`src/inc/dtp_pkg.sv`:
```
// constants, field layouts and carriers for the dual timer/prescaler core
package dtp_pkg;

  // ==========================================================
  // bus and data widths
  localparam int ADDR_W = 8;
  localparam int DATA_W = 8;

  // ==========================================================
  // register offsets
  localparam logic [7:0] OFS_T1_CTL_A = 8'h30;
  localparam logic [7:0] OFS_T1_CTL_B = 8'h2F;
  localparam logic [7:0] OFS_T1_CNT = 8'h2E;
  localparam logic [7:0] OFS_CMP_A = 8'h2D;
  localparam logic [7:0] OFS_CMP_B = 8'h2C;
  localparam logic [7:0] OFS_TOP = 8'h2B;
  localparam logic [7:0] OFS_PLL = 8'h29;
  localparam logic [7:0] OFS_T0_CTL = 8'h33;
  localparam logic [7:0] OFS_T0_CNT = 8'h32;
  localparam logic [7:0] OFS_FLAG = 8'h38;
  localparam logic [7:0] OFS_MASK = 8'h39;

  // ==========================================================
  // reset values, read masks, bit positions
  localparam logic [7:0] RST_BYTE = 8'h00;
  localparam logic [7:0] CNT_MAX = 8'hFF;
  localparam logic [7:0] T0_CTL_RD_MASK = 8'h07;
  localparam logic [7:0] T1_CTL_A_RD_MASK = 8'hF3;
  localparam logic [7:0] T1_CTL_B_RD_MASK = 8'h8F;
  localparam logic [7:0] FLAG_RD_MASK = 8'h66;
  localparam logic [7:0] PLL_RD_MASK = 8'h04;
  localparam int FAST_TB_BIT = 2;
  localparam int FLAG_CMP_A = 6;
  localparam int FLAG_CMP_B = 5;
  localparam int FLAG_T1_WRAP = 2;
  localparam int FLAG_T0_WRAP = 1;
  localparam int IRQ_CMP_A = 3;
  localparam int IRQ_CMP_B = 2;
  localparam int IRQ_T1_WRAP = 1;
  localparam int IRQ_T0_WRAP = 0;

  // ==========================================================
  // prescaler sizes and timer 0 taps (tap k = divide by 2**k)
  localparam int T0_PSC_W = 10;
  localparam int T1_PSC_W = 14;
  localparam int T0_TAP_DIV8 = 3;
  localparam int T0_TAP_DIV64 = 6;
  localparam int T0_TAP_DIV256 = 8;
  localparam int T0_TAP_DIV1024 = 10;

  // ==========================================================
  // enumerations
  typedef enum logic [2:0] {
    T0_STOP = 3'b000,
    T0_DIV1 = 3'b001,
    T0_DIV8 = 3'b010,
    T0_DIV64 = 3'b011,
    T0_DIV256 = 3'b100,
    T0_DIV1024 = 3'b101,
    T0_EXT_FALL = 3'b110,
    T0_EXT_RISE = 3'b111
  } dtp_t0_cs_t;

  typedef enum logic [1:0] {
    COM_OFF = 2'b00,
    COM_TOGGLE = 2'b01,
    COM_CLEAR = 2'b10,
    COM_SET = 2'b11
  } dtp_com_t;

  // ==========================================================
  // register layouts and carriers
  typedef struct packed {
    logic [1:0] com_a;
    logic [1:0] com_b;
    logic force_a;
    logic force_b;
    logic pwm_a;
    logic pwm_b;
  } dtp_ctl_a_t;

  typedef struct packed {
    logic clear_on_top;
    logic psc_clr;
    logic [1:0] rsvd;
    logic [3:0] cs;
  } dtp_ctl_b_t;

  typedef struct packed {
    logic [3:0] rsvd;
    logic psc_clr;
    logic [2:0] cs;
  } dtp_t0_ctl_t;

  typedef struct packed {
    logic wr;
    logic rd;
    logic [ADDR_W-1:0] addr;
    logic [DATA_W-1:0] wdata;
  } dtp_bus_req_t;

  typedef struct packed {
    logic valid;
    logic [ADDR_W-1:0] addr;
    logic [DATA_W-1:0] data;
  } dtp_sync_wr_t;

endpackage : dtp_pkg

```
`src/design/dtp_prescaler.sv`:
```
// ripple-free binary prescaler with one tick tap per power of two
`timescale 1ns/10ps
module dtp_prescaler #(
  parameter int W = 10
) (
  // clock and reset
  input wire logic clk_sys,
  input wire logic nrst,
  // control
  input wire logic clear,
  input wire logic tick_in,
  // taps: taps[k] pulses once every 2**k input ticks
  output logic [W:0] taps
);

  logic [W-1:0] cnt_r;

  // ==========================================================
  // divider chain
  always_ff @(posedge clk_sys or negedge nrst)
  begin
    if (!nrst)
      cnt_r <= '0;
    else if (clear)
      cnt_r <= '0;
    else if (tick_in)
      cnt_r <= cnt_r + 1'b1;
  end

  assign taps[0] = tick_in & ~clear;

  genvar k;
  generate
    for (k = 1; k <= W; k++)
    begin : g_tap
      assign taps[k] = tick_in & ~clear & (&cnt_r[k-1:0]);
    end
  endgenerate

endmodule : dtp_prescaler

```
`src/design/dtp_timer_core.sv`:
```
// two 8-bit timer/counters with prescalers, compare and pwm outputs
// ============================================================
// How it works
// - timer 0 select: stop, 1,8,64,256,1024, pin edges
// - external pin sampled on clk_sys rising edges
// - prescaler clear bit self clears, reads zero
// - timer 0 control bits 7..4 read zero
// - written count resumes on next timer tick
// - timer 1 divides by 1 to 16384
// - timer 1 prescaler clear bit resets prescaler
// - fast select bit picks fast timebase
// - timer 1 writes pass synchronisation stages
// - timer 1 control/compare read back immediately
// - timer 1 count and flags read delayed in async mode
// - async transfer uses two sync stages
// - compare a/b drive outputs and flags
// - top compare holds maximum count
// - wrap flag on ff->00 or top->00
// - inverted outputs off in normal mode
// - pwm counts to top then restarts
// - two pwm channels, non-overlapping complements
// - flags clear by ack or write one
// - clear-on-top resets counter after top match
// - count write lands after 1 or 2 cycles
//
// The address-and-strobe port was chosen for this implementation.
`timescale 1ns/10ps
module dtp_timer_core
  import dtp_pkg::*;
(
  // clock and reset
  input wire logic clk_sys,
  input wire logic nrst,
  // register port
  input wire dtp_pkg::dtp_bus_req_t bus_req,
  output logic [dtp_pkg::DATA_W-1:0] rdata,
  // timebase pins
  input wire logic tmr0_ext_input,
  input wire logic fast_periph_timebase,
  // interrupt handshake with the cpu
  input wire logic irq_global_en,
  input wire logic [3:0] irq_ack,
  output logic [3:0] irq_req,
  // compare outputs, index 0 is channel a, 1 is channel b
  output logic [1:0] cmp_out,
  output logic [1:0] cmp_out_n,
  output logic [1:0] cmp_out_conn,
  output logic [1:0] cmp_out_n_conn
);

  import dtp_pkg::*;

  // ==========================================================
  // decode helpers
  function automatic logic is_t1_reg(input logic [ADDR_W-1:0] a);
    is_t1_reg = (a == OFS_T1_CTL_A) || (a == OFS_T1_CTL_B) ||
                (a == OFS_T1_CNT) || (a == OFS_CMP_A) ||
                (a == OFS_CMP_B) || (a == OFS_TOP) || (a == OFS_FLAG);
  endfunction : is_t1_reg

  function automatic logic cmp_action(input logic [1:0] com,
                                      input logic cur);
    unique case (dtp_com_t'(com))
      COM_OFF: cmp_action = cur;
      COM_TOGGLE: cmp_action = ~cur;
      COM_CLEAR: cmp_action = 1'b0;
      COM_SET: cmp_action = 1'b1;
    endcase
  endfunction : cmp_action

  logic wr_hit;
  assign wr_hit = bus_req.wr;

  // ==========================================================
  // pin synchronisers
  logic t0_s1_r, t0_s2_r, t0_s3_r;
  logic pck_s1_r, pck_s2_r, pck_s3_r;

  always_ff @(posedge clk_sys or negedge nrst)
  begin
    if (!nrst)
    begin
      t0_s1_r <= 1'b0;
      t0_s2_r <= 1'b0;
      t0_s3_r <= 1'b0;
    end
    else
    begin
      t0_s1_r <= tmr0_ext_input;
      t0_s2_r <= t0_s1_r;
      t0_s3_r <= t0_s2_r;
    end
  end

  // the fast timebase is seen as edges on clk_sys; it only works while
  // that clock stays below half of clk_sys
  always_ff @(posedge clk_sys or negedge nrst)
  begin
    if (!nrst)
    begin
      pck_s1_r <= 1'b0;
      pck_s2_r <= 1'b0;
      pck_s3_r <= 1'b0;
    end
    else
    begin
      pck_s1_r <= fast_periph_timebase;
      pck_s2_r <= pck_s1_r;
      pck_s3_r <= pck_s2_r;
    end
  end

  logic t0_rise, t0_fall, pck_rise;
  assign t0_rise = t0_s2_r & ~t0_s3_r;
  assign t0_fall = ~t0_s2_r & t0_s3_r;
  assign pck_rise = pck_s2_r & ~pck_s3_r;

  // ==========================================================
  // cpu side registers
  dtp_t0_ctl_t t0_ctl_r;
  dtp_ctl_a_t ctl_a_r;
  dtp_ctl_b_t ctl_b_r;
  logic [7:0] cmp_a_r, cmp_b_r, top_r, pll_r, mask_r, t0_cnt_r;
  logic t0_psc_clr;

  assign t0_psc_clr = wr_hit && bus_req.addr == OFS_T0_CTL &&
                      bus_req.wdata[3];

  always_ff @(posedge clk_sys or negedge nrst)
  begin
    if (!nrst)
    begin
      t0_ctl_r <= '0;
      ctl_a_r <= '0;
      ctl_b_r <= '0;
      cmp_a_r <= RST_BYTE;
      cmp_b_r <= RST_BYTE;
      top_r <= CNT_MAX;
      pll_r <= RST_BYTE;
      mask_r <= RST_BYTE;
    end
    else if (wr_hit)
    begin
      unique case (bus_req.addr)
        OFS_T0_CTL: t0_ctl_r <= dtp_t0_ctl_t'(bus_req.wdata &
                                  T0_CTL_RD_MASK);
        OFS_T1_CTL_A: ctl_a_r <= dtp_ctl_a_t'(bus_req.wdata &
                                  T1_CTL_A_RD_MASK);
        OFS_T1_CTL_B: ctl_b_r <= dtp_ctl_b_t'(bus_req.wdata &
                                  T1_CTL_B_RD_MASK);
        OFS_CMP_A: cmp_a_r <= bus_req.wdata;
        OFS_CMP_B: cmp_b_r <= bus_req.wdata;
        OFS_TOP: top_r <= bus_req.wdata;
        OFS_PLL: pll_r <= bus_req.wdata & PLL_RD_MASK;
        OFS_MASK: mask_r <= bus_req.wdata & FLAG_RD_MASK;
        default: ;
      endcase
    end
  end

  logic async_mode;
  assign async_mode = pll_r[FAST_TB_BIT];

  // ==========================================================
  // timer 0 prescaler and counter
  logic [T0_PSC_W:0] t0_taps;
  logic t0_tick, t0_wrap;

  dtp_prescaler #(.W(T0_PSC_W)) u_t0_psc (
    .clk_sys(clk_sys),
    .nrst(nrst),
    .clear(t0_psc_clr),
    .tick_in(1'b1),
    .taps(t0_taps)
  );

  always_comb
  begin
    unique case (dtp_t0_cs_t'(t0_ctl_r.cs))
      T0_STOP: t0_tick = 1'b0;
      T0_DIV1: t0_tick = t0_taps[0];
      T0_DIV8: t0_tick = t0_taps[T0_TAP_DIV8];
      T0_DIV64: t0_tick = t0_taps[T0_TAP_DIV64];
      T0_DIV256: t0_tick = t0_taps[T0_TAP_DIV256];
      T0_DIV1024: t0_tick = t0_taps[T0_TAP_DIV1024];
      T0_EXT_FALL: t0_tick = t0_fall;
      T0_EXT_RISE: t0_tick = t0_rise;
    endcase
  end

  logic t0_cnt_wr;
  assign t0_cnt_wr = wr_hit && bus_req.addr == OFS_T0_CNT;
  assign t0_wrap = t0_tick && !t0_cnt_wr && t0_cnt_r == CNT_MAX;

  always_ff @(posedge clk_sys or negedge nrst)
  begin
    if (!nrst)
      t0_cnt_r <= RST_BYTE;
    else if (t0_cnt_wr)
      t0_cnt_r <= bus_req.wdata;
    else if (t0_tick)
      t0_cnt_r <= t0_cnt_r + 1'b1;
  end

  // ==========================================================
  // timer 1 input synchronisation: one stage in sync mode, two in async
  dtp_sync_wr_t sync1_r, sync2_r, applied;

  always_ff @(posedge clk_sys or negedge nrst)
  begin
    if (!nrst)
    begin
      sync1_r <= '0;
      sync2_r <= '0;
    end
    else
    begin
      sync1_r.valid <= wr_hit && is_t1_reg(bus_req.addr);
      sync1_r.addr <= bus_req.addr;
      sync1_r.data <= bus_req.wdata;
      sync2_r <= sync1_r;
    end
  end

  assign applied = async_mode ? sync2_r : sync1_r;

  function automatic logic app_hit(input dtp_sync_wr_t s,
                                   input logic [ADDR_W-1:0] a);
    app_hit = s.valid && s.addr == a;
  endfunction : app_hit

  dtp_ctl_a_t ctl_a_si_r;
  dtp_ctl_b_t ctl_b_si_r;
  logic [7:0] cmp_a_si_r, cmp_b_si_r, top_si_r;
  logic t1_psc_clr;
  logic [1:0] force_evt;

  always_ff @(posedge clk_sys or negedge nrst)
  begin
    if (!nrst)
    begin
      ctl_a_si_r <= '0;
      ctl_b_si_r <= '0;
      cmp_a_si_r <= RST_BYTE;
      cmp_b_si_r <= RST_BYTE;
      top_si_r <= CNT_MAX;
    end
    else if (applied.valid)
    begin
      unique case (applied.addr)
        OFS_T1_CTL_A: ctl_a_si_r <= dtp_ctl_a_t'(applied.data &
                                      T1_CTL_A_RD_MASK);
        OFS_T1_CTL_B: ctl_b_si_r <= dtp_ctl_b_t'(applied.data &
                                      T1_CTL_B_RD_MASK);
        OFS_CMP_A: cmp_a_si_r <= applied.data;
        OFS_CMP_B: cmp_b_si_r <= applied.data;
        OFS_TOP: top_si_r <= applied.data;
        default: ;
      endcase
    end
  end

  // self-clearing strobes: they live for the single applying cycle
  assign t1_psc_clr = app_hit(applied, OFS_T1_CTL_B) &&
                      applied.data[6];
  assign force_evt[0] = app_hit(applied, OFS_T1_CTL_A) &&
                        applied.data[3] && !applied.data[1];
  assign force_evt[1] = app_hit(applied, OFS_T1_CTL_A) &&
                        applied.data[2] && !applied.data[0];

  // ==========================================================
  // timer 1 prescaler and counter
  logic [T1_PSC_W:0] t1_taps;
  logic t1_tick, t1_cnt_wr, t1_hit_top, t1_clear_en, t1_wrap;
  logic [7:0] t1_cnt_r, t1_nxt;
  logic [1:0] cmp_match;

  dtp_prescaler #(.W(T1_PSC_W)) u_t1_psc (
    .clk_sys(clk_sys),
    .nrst(nrst),
    .clear(t1_psc_clr),
    .tick_in(async_mode ? pck_rise : 1'b1),
    .taps(t1_taps)
  );

  // code n selects tap n-1, so code 15 divides by 16384
  assign t1_tick = (ctl_b_si_r.cs != 4'h0) &&
                   t1_taps[ctl_b_si_r.cs - 4'h1];

  assign t1_cnt_wr = app_hit(applied, OFS_T1_CNT);
  assign t1_hit_top = t1_cnt_r == top_si_r;
  assign t1_clear_en = ctl_b_si_r.clear_on_top | ctl_a_si_r.pwm_a |
                       ctl_a_si_r.pwm_b;
  assign t1_nxt = (t1_clear_en && t1_hit_top) ? RST_BYTE :
                  t1_cnt_r + 1'b1;
  assign t1_wrap = t1_tick && !t1_cnt_wr &&
                   (t1_cnt_r == CNT_MAX ||
                    (t1_clear_en && t1_hit_top));
  assign cmp_match[0] = t1_tick && !t1_cnt_wr &&
                        t1_nxt == cmp_a_si_r;
  assign cmp_match[1] = t1_tick && !t1_cnt_wr &&
                        t1_nxt == cmp_b_si_r;

  always_ff @(posedge clk_sys or negedge nrst)
  begin
    if (!nrst)
      t1_cnt_r <= RST_BYTE;
    else if (t1_cnt_wr)
      t1_cnt_r <= applied.data;
    else if (t1_tick)
      t1_cnt_r <= t1_nxt;
  end

  // ==========================================================
  // flags: hardware set wins over any clear in the same cycle
  logic [7:0] flags_r, flag_set, flag_clr, flags_so_r;
  logic [7:0] t1_cnt_so_r;

  always_comb
  begin
    flag_set = RST_BYTE;
    flag_clr = RST_BYTE;
    flag_set[FLAG_CMP_A] = cmp_match[0];
    flag_set[FLAG_CMP_B] = cmp_match[1];
    flag_set[FLAG_T1_WRAP] = t1_wrap;
    flag_set[FLAG_T0_WRAP] = t0_wrap;
    if (app_hit(applied, OFS_FLAG))
    begin
      flag_clr[FLAG_CMP_A] = applied.data[FLAG_CMP_A];
      flag_clr[FLAG_CMP_B] = applied.data[FLAG_CMP_B];
      flag_clr[FLAG_T1_WRAP] = applied.data[FLAG_T1_WRAP];
    end
    if (wr_hit && bus_req.addr == OFS_FLAG)
      flag_clr[FLAG_T0_WRAP] = bus_req.wdata[FLAG_T0_WRAP];
    flag_clr[FLAG_CMP_A] = flag_clr[FLAG_CMP_A] | irq_ack[IRQ_CMP_A];
    flag_clr[FLAG_CMP_B] = flag_clr[FLAG_CMP_B] | irq_ack[IRQ_CMP_B];
    flag_clr[FLAG_T1_WRAP] = flag_clr[FLAG_T1_WRAP] |
                             irq_ack[IRQ_T1_WRAP];
    flag_clr[FLAG_T0_WRAP] = flag_clr[FLAG_T0_WRAP] |
                             irq_ack[IRQ_T0_WRAP];
  end

  always_ff @(posedge clk_sys or negedge nrst)
  begin
    if (!nrst)
      flags_r <= RST_BYTE;
    else
      flags_r <= ((flags_r & ~flag_clr) | flag_set) & FLAG_RD_MASK;
  end

  // output synchronisation stage seen only by reads in async mode
  always_ff @(posedge clk_sys or negedge nrst)
  begin
    if (!nrst)
    begin
      flags_so_r <= RST_BYTE;
      t1_cnt_so_r <= RST_BYTE;
    end
    else
    begin
      flags_so_r <= flags_r;
      t1_cnt_so_r <= t1_cnt_r;
    end
  end

  logic [7:0] flags_seen;
  always_comb
  begin
    flags_seen = async_mode ? flags_so_r : flags_r;
    flags_seen[FLAG_T0_WRAP] = flags_r[FLAG_T0_WRAP];
  end

  logic [7:0] flags_en;
  assign flags_en = flags_r & mask_r & {8{irq_global_en}};
  assign irq_req = {flags_en[FLAG_CMP_A], flags_en[FLAG_CMP_B],
                    flags_en[FLAG_T1_WRAP], flags_en[FLAG_T0_WRAP]};

  // ==========================================================
  // compare and pwm channels
  logic [1:0][1:0] ch_com;
  logic [1:0] ch_pwm;
  assign ch_com = {ctl_a_si_r.com_b, ctl_a_si_r.com_a};
  assign ch_pwm = {ctl_a_si_r.pwm_b, ctl_a_si_r.pwm_a};

  genvar c;
  generate
    for (c = 0; c < 2; c++)
    begin : g_ch
      logic lvl_r, lvl_d_r, out_r, out_n_r;

      // pwm level: high from restart, low from duty match
      always_ff @(posedge clk_sys or negedge nrst)
      begin
        if (!nrst)
        begin
          lvl_r <= 1'b0;
          lvl_d_r <= 1'b0;
        end
        else
        begin
          if (cmp_match[c])
            lvl_r <= 1'b0;
          else if (t1_wrap)
            lvl_r <= 1'b1;
          lvl_d_r <= lvl_r;
        end
      end

      // true and inverted outputs each wait one extra cycle before rising
      // but drop at once, so they never overlap
      always_ff @(posedge clk_sys or negedge nrst)
      begin
        if (!nrst)
        begin
          out_r <= 1'b0;
          out_n_r <= 1'b0;
        end
        else if (ch_pwm[c])
        begin
          out_r <= lvl_r & lvl_d_r;
          out_n_r <= ~lvl_r & ~lvl_d_r;
        end
        else
        begin
          if (cmp_match[c] || force_evt[c])
            out_r <= cmp_action(ch_com[c], out_r);
          out_n_r <= 1'b0;
        end
      end

      assign cmp_out[c] = out_r;
      assign cmp_out_n[c] = out_n_r;
      assign cmp_out_conn[c] = ch_com[c] != COM_OFF;
      assign cmp_out_n_conn[c] = ch_pwm[c] &&
                                 ch_com[c] == COM_TOGGLE;
    end
  endgenerate

  // ==========================================================
  // read port: data valid in the cycle after the read strobe
  logic [7:0] rdata_r;

  always_ff @(posedge clk_sys or negedge nrst)
  begin
    if (!nrst)
      rdata_r <= RST_BYTE;
    else if (bus_req.rd)
    begin
      unique case (bus_req.addr)
        OFS_T0_CTL: rdata_r <= t0_ctl_r & T0_CTL_RD_MASK;
        OFS_T0_CNT: rdata_r <= t0_cnt_r;
        OFS_T1_CTL_A: rdata_r <= ctl_a_r & T1_CTL_A_RD_MASK;
        OFS_T1_CTL_B: rdata_r <= ctl_b_r & T1_CTL_B_RD_MASK;
        OFS_T1_CNT: rdata_r <= async_mode ? t1_cnt_so_r :
                               t1_cnt_r;
        OFS_CMP_A: rdata_r <= cmp_a_r;
        OFS_CMP_B: rdata_r <= cmp_b_r;
        OFS_TOP: rdata_r <= top_r;
        OFS_PLL: rdata_r <= pll_r;
        OFS_FLAG: rdata_r <= flags_seen;
        OFS_MASK: rdata_r <= mask_r;
        default: rdata_r <= RST_BYTE;
      endcase
    end
  end

  assign rdata = rdata_r;

endmodule : dtp_timer_core

```
`config.mk`:
```
export PLATFORM = sky130hd
export DESIGN_NAME = dtp_timer_core
export DESIGN_NICKNAME = d
export VERILOG_FILES = /design/src/inc/dtp_pkg.sv /design/src/design/dtp_prescaler.sv /design/src/design/dtp_timer_core.sv
export SDC_FILE = /design/constraint.sdc
export NUM_CORES = 1
export LEC_CHECK = 0
export BUFFER_PORTS_ARGS = -buffer_cell sky130_fd_sc_hd__buf_2
export CAP_MARGIN = 0
export CORE_MARGIN = 2
export CORE_UTILIZATION = 30
export DETAILED_ROUTE_END_ITERATION = 8
export SLEW_MARGIN = 15
export SYNTH_ARGS = -nofsm -noshare
export SYNTH_HDL_FRONTEND = slang
export SYNTH_SLANG_ARGS = --single-unit
```
`constraint.sdc`:
```
create_clock -name clk_sys -period 6.99 [get_ports clk_sys]
set_clock_uncertainty 0.05 [all_clocks]
set_input_delay 0.3495 -clock clk_sys [delete_from_list [all_inputs] [get_ports clk_sys]]
set_output_delay 0.3495 -clock clk_sys [all_outputs]
set_load 0.01 [all_outputs]
```
==> results of run 1 <==
[what timing repair did]
action	4_1_cts	5_1_grt
buffers inserted	0	0
setup endpoints to repair	0	0
hold buffers	6	0
endpoints found under the hold margin	6	0
[kinds of logic after synthesis]
family                   share of synthesized area (%)
AND/OR/NAND/NOR                                   16.7
flip-flops                                        52.1
AO/OA/AOI/OAI                                     11.1
multiplexers                                      11.8
buffers and inverters                             2.92
XOR/XNOR                                          3.75
adder cells (fa/ha/maj)                           1.65
[cells in the final DEF, fill, tap and decap left out, types with 19 or more instances in the layout]
master   count
buf_2       45
a21oi_1     34
mux2_2      70
xor2_1      24
nor2_1      79
nand3_1     19
nand2_1     68
dfrtp_1    173
inv_1       21
o21ai_0     40
mux2i_1     22
nor3_1      21
[path summary, 6_finish.rpt]
check                             from       endpoint  slack [ns]  cells after the start
min reg2reg                   pck_s1_r       pck_s2_r        0.30                      0
max reg2reg                   pll_r[2]  g_ch[0].out_r        3.62                      8
min in group clk_sys       bus_req[11]    sync1_r[11]        0.06                      1
max in group asynchronous         nrst     sync2_r[5]        5.38                      2
min                               nrst       rdata[6]       -0.01                      1
max                           pll_r[2]  g_ch[0].out_r        3.62                      8
[synth_stat cells (17+ instances only)]
master and count:
a21oi_1 34, and3_1 17, clkbuf_1 24, dfrtp_1 173
inv_1 21, mux2_2 70, mux2i_1 22, nand2_1 68
nand3_1 19, nor2_1 79, nor3_1 21, o21ai_0 40
xor2_1 24
[final cells by class]
| cell class | count | area, sq um |
|---|---|---|
| clock buffer | 23 | 488 |
| sequential | 189 | 4750 |
| clock inverter | 9 | 180 |
| multi-input combinational | 594 | 4100 |
| tap | 390 | 488 |
| timing repair buffer | 60 | 359 |
| fill | 3008 | 19400 |
| inverter | 21 | 78.8 |
[state kept, by name, summed over array words and instances (netlist names), 5 cells and up]
name,count
sync1_r,17
sync2_r,17
u_t1_psc.cnt_r,14
u_t0_psc.cnt_r,10
cmp_a_r,8
cmp_a_si_r,8
cmp_b_r,8
cmp_b_si_r,8
rdata,8
t0_cnt_r,8
t1_cnt_r,8
t1_cnt_so_r,8
top_r,8
top_si_r,8
ctl_a_r,6
ctl_b_r,5
ctl_b_si_r,5
[worst max-delay path: stages, from the launching register on]
cell and delay [ns]:
dfrtp_1 0.46, or4b_1 0.61, a222oi_1 0.65, and3_1 0.63, a2111oi_2 0.09, buf_4 0.22, nand4b_1 0.16, nor4b_1 0.08
o41a_1 0.32
[power breakdown]
group | switching (uW) | total [uW] | internal (uW)
sequential | 94.4 | 1280 | 1180
clock | 424 | 1100 | 675
combinational | 138 | 255 | 116
[metrics by stage]
| step | util, % | hold WS, ns | power (uW) | area [sq um] | cells |
|---|---|---|---|---|---|
| floorplan | - | 0.00391 | 1440 | 9110 | 846 |
| global placement | 32.6 | 0.285 | 1540 | 9710 | 1248 |
| detailed placement | 32.6 | 0.285 | 1550 | 9710 | 1248 |
| CTS | 35.0 | 0.0444 | 2660 | 10400 | 1286 |
| global route | 35.0 | 0.0448 | 2750 | 10400 | 1286 |
| finish | 35.0 | -0.0143 | 2630 | 10400 | 1286 |
[metal layers]
layer / wire, um / up-vias / global-route usage, %
met5: 0 / - / 0
met4: 538 / 0 / 4.88
met3: 1130 / 40 / 2.75
met2: 10500 / 153 / 23.5
met1: 10200 / 3262 / 20.3
li1: - / 3113 / -
==> flow_summary_export.csv, run 1 <==
group,metric,value,unit
status,status,"finished with violations",
status,violations,"hold timing",
drt,drtIter0Drc,462,
timing,rsz0062_at_grt,"false",
logic_synthesis,synth.top_cell.area_share,47.5,%
logic_synthesis,syn_avg_cell_area,10.8,sq um
logic_synthesis,synth_edf_count,0,
global_route,grt_pass1_wl,36.1,mm
logic_synthesis,ys_types,71,
drt,wl,22.4,mm
timing,hold_viol,2,
drt,via_per_inst,5.11,
floorplanning,num_io_pins,47,
logic_synthesis,synthesis.nets,885,
floorplanning,start_util,30.6,%
setup_path,end_kind,"flop",
timing,tns,0,ns
floorplanning,die-area,31800,sq um
logic_synthesis,yosys_warnings,0,
timing,slew_headroom,30.5,%
clocking,clkTransAtPathRegs,0.07,ns
timing,finalMaxSlewViolations,0,
power_and_ir_drop,power.leakage,0.00465,uW
global_route,grt_usage,14.8,%
timing,final.setup.worst_slack,3.62,ns
global_route,grt_pass1_vias,6414,
clocking,ctsResizeCount,0,
setup_path,critPathKind,"reg -> reg",
drt,drc,0,
power_and_ir_drop,ir_worst_vdd,0.155,mV
job,maxCapViolations,0,
timing,setup_viol,0,
floorplanning,die_w,178,um
place,io_buffer_count,46,
logic_synthesis,ys.flop_type,"dfrtp_1",
drt,dr.pass1.iters,6,
logic_synthesis,syn-cell-area,9110,sq um
place,gp_congestion,0.824,
timing,period_share,48.3,%
global_route,overflow,0,
logic_synthesis,synthCells,846,
timing,clock.fmax,296,MHz
timing,whs,-0.0143,ns
clocking,insertion_delay,0.44,ns
clocking,cts.path.max_buffers,2,
timing,tightestPinTransition,1.04,ns
logic_synthesis,async_flop_share,100,%
final_layout,antenna_cells,0,
setup_path,crit_required,7.26,ns
clocking,cts_buffers,17,
global_route,antenna_found_initial,0,
logic_synthesis,yosysSeqAreaShare,52.1,%
global_route,grt_max_degree,128,
clocking,cts.sinks,189,
clocking,htree_num_levels,4,
setup_path,cp.arrival,3.64,ns
drt,wl_per_cell,17.4,um
floorplanning,die_h,178,um
drt,vias,6568,
power_and_ir_drop,power_density,252,nW/um^2
clocking,cts-root-buf,"clkbuf_16",
final_layout,layout.nets,922,
logic_synthesis,synth_area_leaders,"dfrtp_1, mux2_2, dfstp_2, nor2_1, nand2_1",
min_path,hold_path.class,"in -> async",
setup_path,critPathMaxFanout,15,
clocking,cts_tree,"yes",
timing,fin_crit,3.37,ns
floorplanning,std_cell_rows,63,
floorplanning,core,29800,sq um
final_layout,drive_above_1_share,20.4,%
setup_path,cp-start-kind,"flop",
logic_synthesis,synth-seq-cells,189,
final_layout,syn_to_final_growth,14.6,%
place,place_ws,3.59,ns
logic_synthesis,yosys.area.top_type,"dfrtp_1",
place,hpwl,15.7,mm
drt,ant_nets,0,
Power figures use the tool's default switching activity.
==> run 2: changes to the inputs <==
- clock period: 6.99 -> 3.3 ns (I/O delays scaled with it)
==> flow_summary_export.csv, run 2 (synthesis gave the netlist of run 1 again) <==
group,metric,value,unit
status,status,"finished, final reports clean",
timing,slew_headroom,37.3,%
setup_path,crit_buf_inv,1,
timing,tightestPinTransition,0.917,ns
final_layout,reg.largest.list,"sync1_r: 17 flops, sync2_r: 17 flops, u_t1_psc.cnt_r: 14 flops",
setup_path,crit_required,3.56,ns
global_route,grt_pass1_wl,36.1,mm
global_route,antenna_found_initial,0,
drt,drtIter0Drc,456,
place,hpwl,15.9,mm
clocking,cts.sinks,189,
floorplanning,die_h,178,um
clocking,insertion_delay,0.43,ns
floorplanning,die_w,178,um
min_path,min_to,"sync1_r[16]",
setup_path,cp-start-kind,"flop",
drt,wl,22.4,mm
place,gp_congestion,0.879,
drt,dr.pass1.iters,5,
clocking,ctsResizeCount,0,
final_layout,layout.nets,959,
setup_path,end_kind,"flop",
floorplanning,start_util,30.6,%
final_layout,syn_to_final_growth,16.9,%
job,maxCapViolations,0,
clocking,cts-root-buf,"clkbuf_16",
power_and_ir_drop,ir_worst_vdd,0.334,mV
setup_path,rr_worst_depth,11,
power_and_ir_drop,clkPwrFrac,37.7,%
global_route,grt_max_degree,85,
clocking,cts_buffers,17,
floorplanning,std_cell_rows,63,
clocking,cts_tree,"yes",
setup_path,path_common_cell,"ha_1",
min_path,min_from,"bus_req[17]",
clocking,htree_num_levels,4,
setup_path,rrSetupSlack,0.24,ns
min_path,hold_path.class,"in -> reg",
timing,fin_crit,3.06,ns
power_and_ir_drop,p_sw,1450,uW
final_layout,final_cell_mix,"dfrtp_1, nor2_1, mux2_2",
drt,drc,0,
setup_path,critPathKind,"reg -> reg",
power_and_ir_drop,seqPwrFrac,51.6,%
timing,tns,0,ns
power_and_ir_drop,switching_share,27.7,%
global_route,overflow,0,
power_and_ir_drop,power_density,491,nW/um^2
setup_path,crit_slowest_cell,"dfrtp_1",
setup_path,cp.arrival,3.32,ns
final_layout,final_common_cell,"dfrtp_1",
global_route,grt_usage,14.7,%
setup_path,slowest_delay,0.42,ns
timing,clock.fmax,327,MHz
timing,finalMaxSlewViolations,0,
power_and_ir_drop,combPwrFrac,10.7,%
timing,rsz0062_at_grt,"false",
clocking,clkTransAtPathRegs,0.07,ns
floorplanning,num_io_pins,47,
min_path,min_path_cells,2,
power_and_ir_drop,p_int,3780,uW
final_layout,antenna_cells,0,
clocking,postCtsSetupRepairBufs,0,
drt,via_per_inst,5.02,
setup_path,path_delay_family,"compound AO/OA/AOI/OAI gates",
setup_path,path_cells,"ha_1 > nand3_1 > inv_1 > ha_1 > mux2_2 > o22ai_1 > o311a_1 > a2111oi_2 > nand4b_1 > o31a_1 > o41a_1",
timing,setup_viol,0,
setup_path,r2r-start,"u_t1_psc.cnt_r[0]",
clocking,cts.path.max_buffers,2,
timing,period_share,92.8,%
timing,hold_viol,0,
place,io_buffer_count,46,
drt,vias,6645,
global_route,grt_pass1_vias,6511,
floorplanning,die-area,31800,sq um
power_and_ir_drop,power,5230,uW
final_layout,drive_above_1_share,22.0,%
floorplanning,core,29800,sq um
setup_path,critPathMaxFanout,5,
setup_path,r2r-end,"g_ch[0].out_r",
drt,ant_nets,0,
drt,wl_per_cell,16.9,um
power_and_ir_drop,power.leakage,0.00477,uW
==> run 2: changes by cell type in the layout (fill, tap and decap cells not counted), sizes merged <==
cell         delta
clkinvlp        +3
clkbuf          -3
buf            +22
inv             +5
bufinv          -5
dlygate4sd3    +15
==> run 2: worst max-delay path by stage <==
stage	slack, ns	cells after the start	endpoint	startpoint
global route	0.04	11	g_ch[0].out_r	u_t1_psc.cnt_r[0]
detailed placement	0.21	11	g_ch[0].out_r	u_t1_psc.cnt_r[0]
floorplan	0.45	10	g_ch[0].out_r	ctl_b_si_r[0]
global placement	0.30	11	g_ch[1].out_r	u_t1_psc.cnt_r[0]
CTS	0.21	11	g_ch[0].out_r	u_t1_psc.cnt_r[0]
finish	0.24	11	g_ch[0].out_r	u_t1_psc.cnt_r[0]
==> run 2: per-layer routing <==
layer	global-route usage, %	vias up	share of wire [%]
li1	-	3195	-
met1	20.5	3272	47
met2	23.1	154	47
met3	3.50	24	4.9
met4	3.35	0	1.2
met5	0	-	0
==> run 2: timing repair <==
| item | 4_1_cts | 5_1_grt |
|---|---|---|
| endpoints found under the setup margin | 0 | 0 |
| endpoints found under the hold margin | 85 | 1 |
| hold buffers | 20 | 1 |
==> run 2: power groups by stage <==
stage | registers [uW] | clock network (uW) | logic, uW
after global routing | 2730 | 2120 | 641
after detailed placement | 2740 | 0 | 545
after CTS | 2700 | 2020 | 570
after global placement | 2730 | 0 | 531
final | 2700 | 1970 | 559
after floorplan | 2690 | 0 | 368
==> run 2: cell type report <==
cell class / count / area [sq um]
fillers: 3019 / 19100
flip-flops and latches: 189 / 4750
multi-input cells: 594 / 4100
repair buffers: 97 / 687
well taps: 390 / 488
clock buffers: 20 / 447
clock inverters: 12 / 106
inverters: 21 / 78.8
==> run 2: stage by stage <==
| stage | utilization (%) | setup slack (ns) | cell area [sq um] | hold WS, ns | instances |
|---|---|---|---|---|---|
| finish | 35.8 | 0.239 | 10700 | 0.0803 | 1323 |
| detailed placement | 33.2 | 0.209 | 9890 | 0.163 | 1270 |
| global route | 35.8 | 0.0430 | 10700 | 0.0677 | 1323 |
| floorplan | - | 0.451 | 9110 | -0.181 | 846 |
| CTS | 35.7 | 0.210 | 10600 | 0.00524 | 1322 |
| global placement | 33.2 | 0.298 | 9890 | 0.152 | 1270 |
==> run 2: worst reg2reg max path, stage by stage (launching register included) <==
cell and delay [ns]:
dfrtp_1 0.42, ha_1 0.22, nand3_1 0.15, inv_1 0.15, ha_1 0.15, mux2_2 0.13, o22ai_1 0.07, o311a_1 0.31
a2111oi_2 0.40, nand4b_1 0.22, o31a_1 0.28, o41a_1 0.39
==> run 3: changes to the inputs <==
- CORE_UTILIZATION: 30 -> 50
- PLACE_DENSITY: unset -> 0.67
==> flow_summary_export.csv, run 3 (synthesis gave the netlist of run 1 again) <==
group,metric,value,unit
setup_path,cp-endpoint,"g_ch[1].out_r",
setup_path,r2r-start,"t1_cnt_r[0]",
final_layout,instances_no_fill,1162,
floorplanning,die-area,19300,sq um
floorplanning,core,17900,sq um
drt,wl_per_cell,18.1,um
min_path,min_path_cells,3,
final_layout,final_cell_mix,"dfrtp_1, nor2_1, mux2_2",
global_route,grt_busiest_layer,"met2",
final_layout,post-route-util,58.7,%
final_layout,drive_above_1_share,22.3,%
floorplanning,num_io_pins,47,
global_route,antenna_found_initial,0,
global_route,grtUsageMet3,4.32,%
clocking,cts_tree,"yes",
clocking,clkTransAtPathRegs,0.07,ns
status,status,"finished, final reports clean",
setup_path,cp-startpoint,"t1_cnt_r[0]",
timing,period_share,92.3,%
drt,wl,21.0,mm
job,maxCapViolations,0,
global_route,grt_pass1_vias,6571,
global_route,grt_max_degree,92,
final_layout,reg.largest.list,"sync1_r: 17 flops, sync2_r: 17 flops, u_t1_psc.cnt_r: 14 flops",
clocking,cts.sinks,189,
drt,ant_nets,0,
setup_path,rrSetupSlack,0.25,ns
timing,whs,0.0141,ns
timing,hold_viol,0,
clocking,cts.path.max_buffers,2,
setup_path,cp-start-kind,"flop",
floorplanning,die_h,139,um
global_route,overflow,0,
global_route,grt_use_met1,31.3,%
global_route,grt_pass1_wl,34.9,mm
drt,dr.pass1.iters,5,
timing,finalMaxSlewViolations,0,
clocking,insertion_delay,0.44,ns
final_layout,final_common_cell,"dfrtp_1",
clocking,htree_num_levels,4,
global_route,grt_usage,22.7,%
final_layout,syn_to_final_growth,15.2,%
power_and_ir_drop,power.leakage,0.00480,uW
min_path,hold_path.class,"in -> reg",
place,gp_congestion,0.884,
drt,via_per_inst,5.75,
timing,tightestPinTransition,0.938,ns
final_layout,fillerInstances,1575,
power_and_ir_drop,power_density,504,nW/um^2
setup_path,r2r-end,"g_ch[1].out_r",
drt,drc,0,
setup_path,rr_worst_depth,8,
floorplanning,start_util,50.9,%
timing,setup_viol,0,
timing,slew_headroom,35.8,%
drt,vias,6680,
floorplanning,std_cell_rows,49,
final_layout,antenna_cells,0,
setup_path,end_kind,"flop",
setup_path,critPathMaxFanout,9,
place,hpwl,14.9,mm
clocking,cts_buffers,17,
timing,tns,0,ns
setup_path,crit_required,3.60,ns
floorplanning,die_w,139,um
timing,fin_crit,3.05,ns
final_layout,layout.nets,959,
drt,drtIter0Drc,497,
global_route,met2_usage,37.2,%
power_and_ir_drop,ir_worst_vdd,0.369,mV
clocking,cts-root-buf,"clkbuf_16",
place,io_buffer_count,46,
setup_path,critPathKind,"reg -> reg",
place,dp_cells,1110,
timing,clock.fmax,328,MHz
timing,rsz0062_at_grt,"false",
setup_path,cp.arrival,3.35,ns
run 3: changes by cell type in the layout (fill, tap and decap cells not counted), moves of 2 or more:
| cell | previous run | this run |
|---|---|---|
| clkbuf_1 | 2 | 0 |
| clkinv_8 | 0 | 2 |
| clkinvlp_4 | 4 | 1 |
| inv_6 | 2 | 4 |
| inv_8 | 4 | 7 |
run 3: critical path, stage by stage (launching register included):
cell	delay, ns
dfrtp_1	0.47
ha_1	0.38
nand3_1	0.26
or3_1	0.47
and2_1	0.20
a221oi_1	0.26
o2111ai_1	0.20
or4_1	0.50
a31oi_1	0.19
run 3: how the worst min path moves through the flow:
stage                          start                 to
after floorplan                 nrst          ch_com[0]
after global placement          nrst  u_t1_psc.cnt_r[7]
after detailed placement        nrst  u_t1_psc.cnt_r[5]
after CTS                 irq_ack[2]         flags_r[5]
after global routing      irq_ack[2]         flags_r[5]
final                     irq_ack[2]         flags_r[5]
run 3: power by group:
group | leakage (uW) | internal (uW) | switching (uW)
registers | 0.00242 | 2510 | 191
logic | 0.00208 | 265 | 291
clock network | 0.000291 | 1040 | 995
total | 0.00480 | 3810 | 1480
run 3: metal layers:
metal / part of all wire [%] / wire length, um / up-vias
met4: 1.5 / 318 / 0
li1: - / - / 3205
met2: 49 / 10200 / 137
met5: 0 / 0 / -
met3: 3.6 / 755 / 25
met1: 46 / 9670 / 3313
run 3: cell type report:
class	instances	area (sq um)	share of cell area, %
multi-input cells	594	4110	39.1
clock buffers	18	439	4.18
well taps	229	287	2.73
clock inverters	14	154	1.47
flip-flops and latches	189	4750	45.2
repair buffers	97	684	6.52
inverters	21	78.8	0.751
run 3: repair_timing:
item                                    in CTS  in global routing
endpoints found under the setup margin       0                  2
resized for setup                            0                  1
setup buffers                                0                  0
endpoints found under the hold margin       99                  0
hold buffers                                20                  0
run 3: per-stage QoR:
stage | instance area (sq um) | power [uW] | setup WS [ns]
6_report | 10500 | 5290 | 0.253
4_1_cts | 10500 | 5330 | 0.130
5_1_grt | 10500 | 5520 | 0.0437
3_5_place_dp | 9700 | 3280 | 0.166
3_3_place_gp | 9700 | 3260 | 0.267
2_1_floorplan | 9110 | 3060 | 0.451
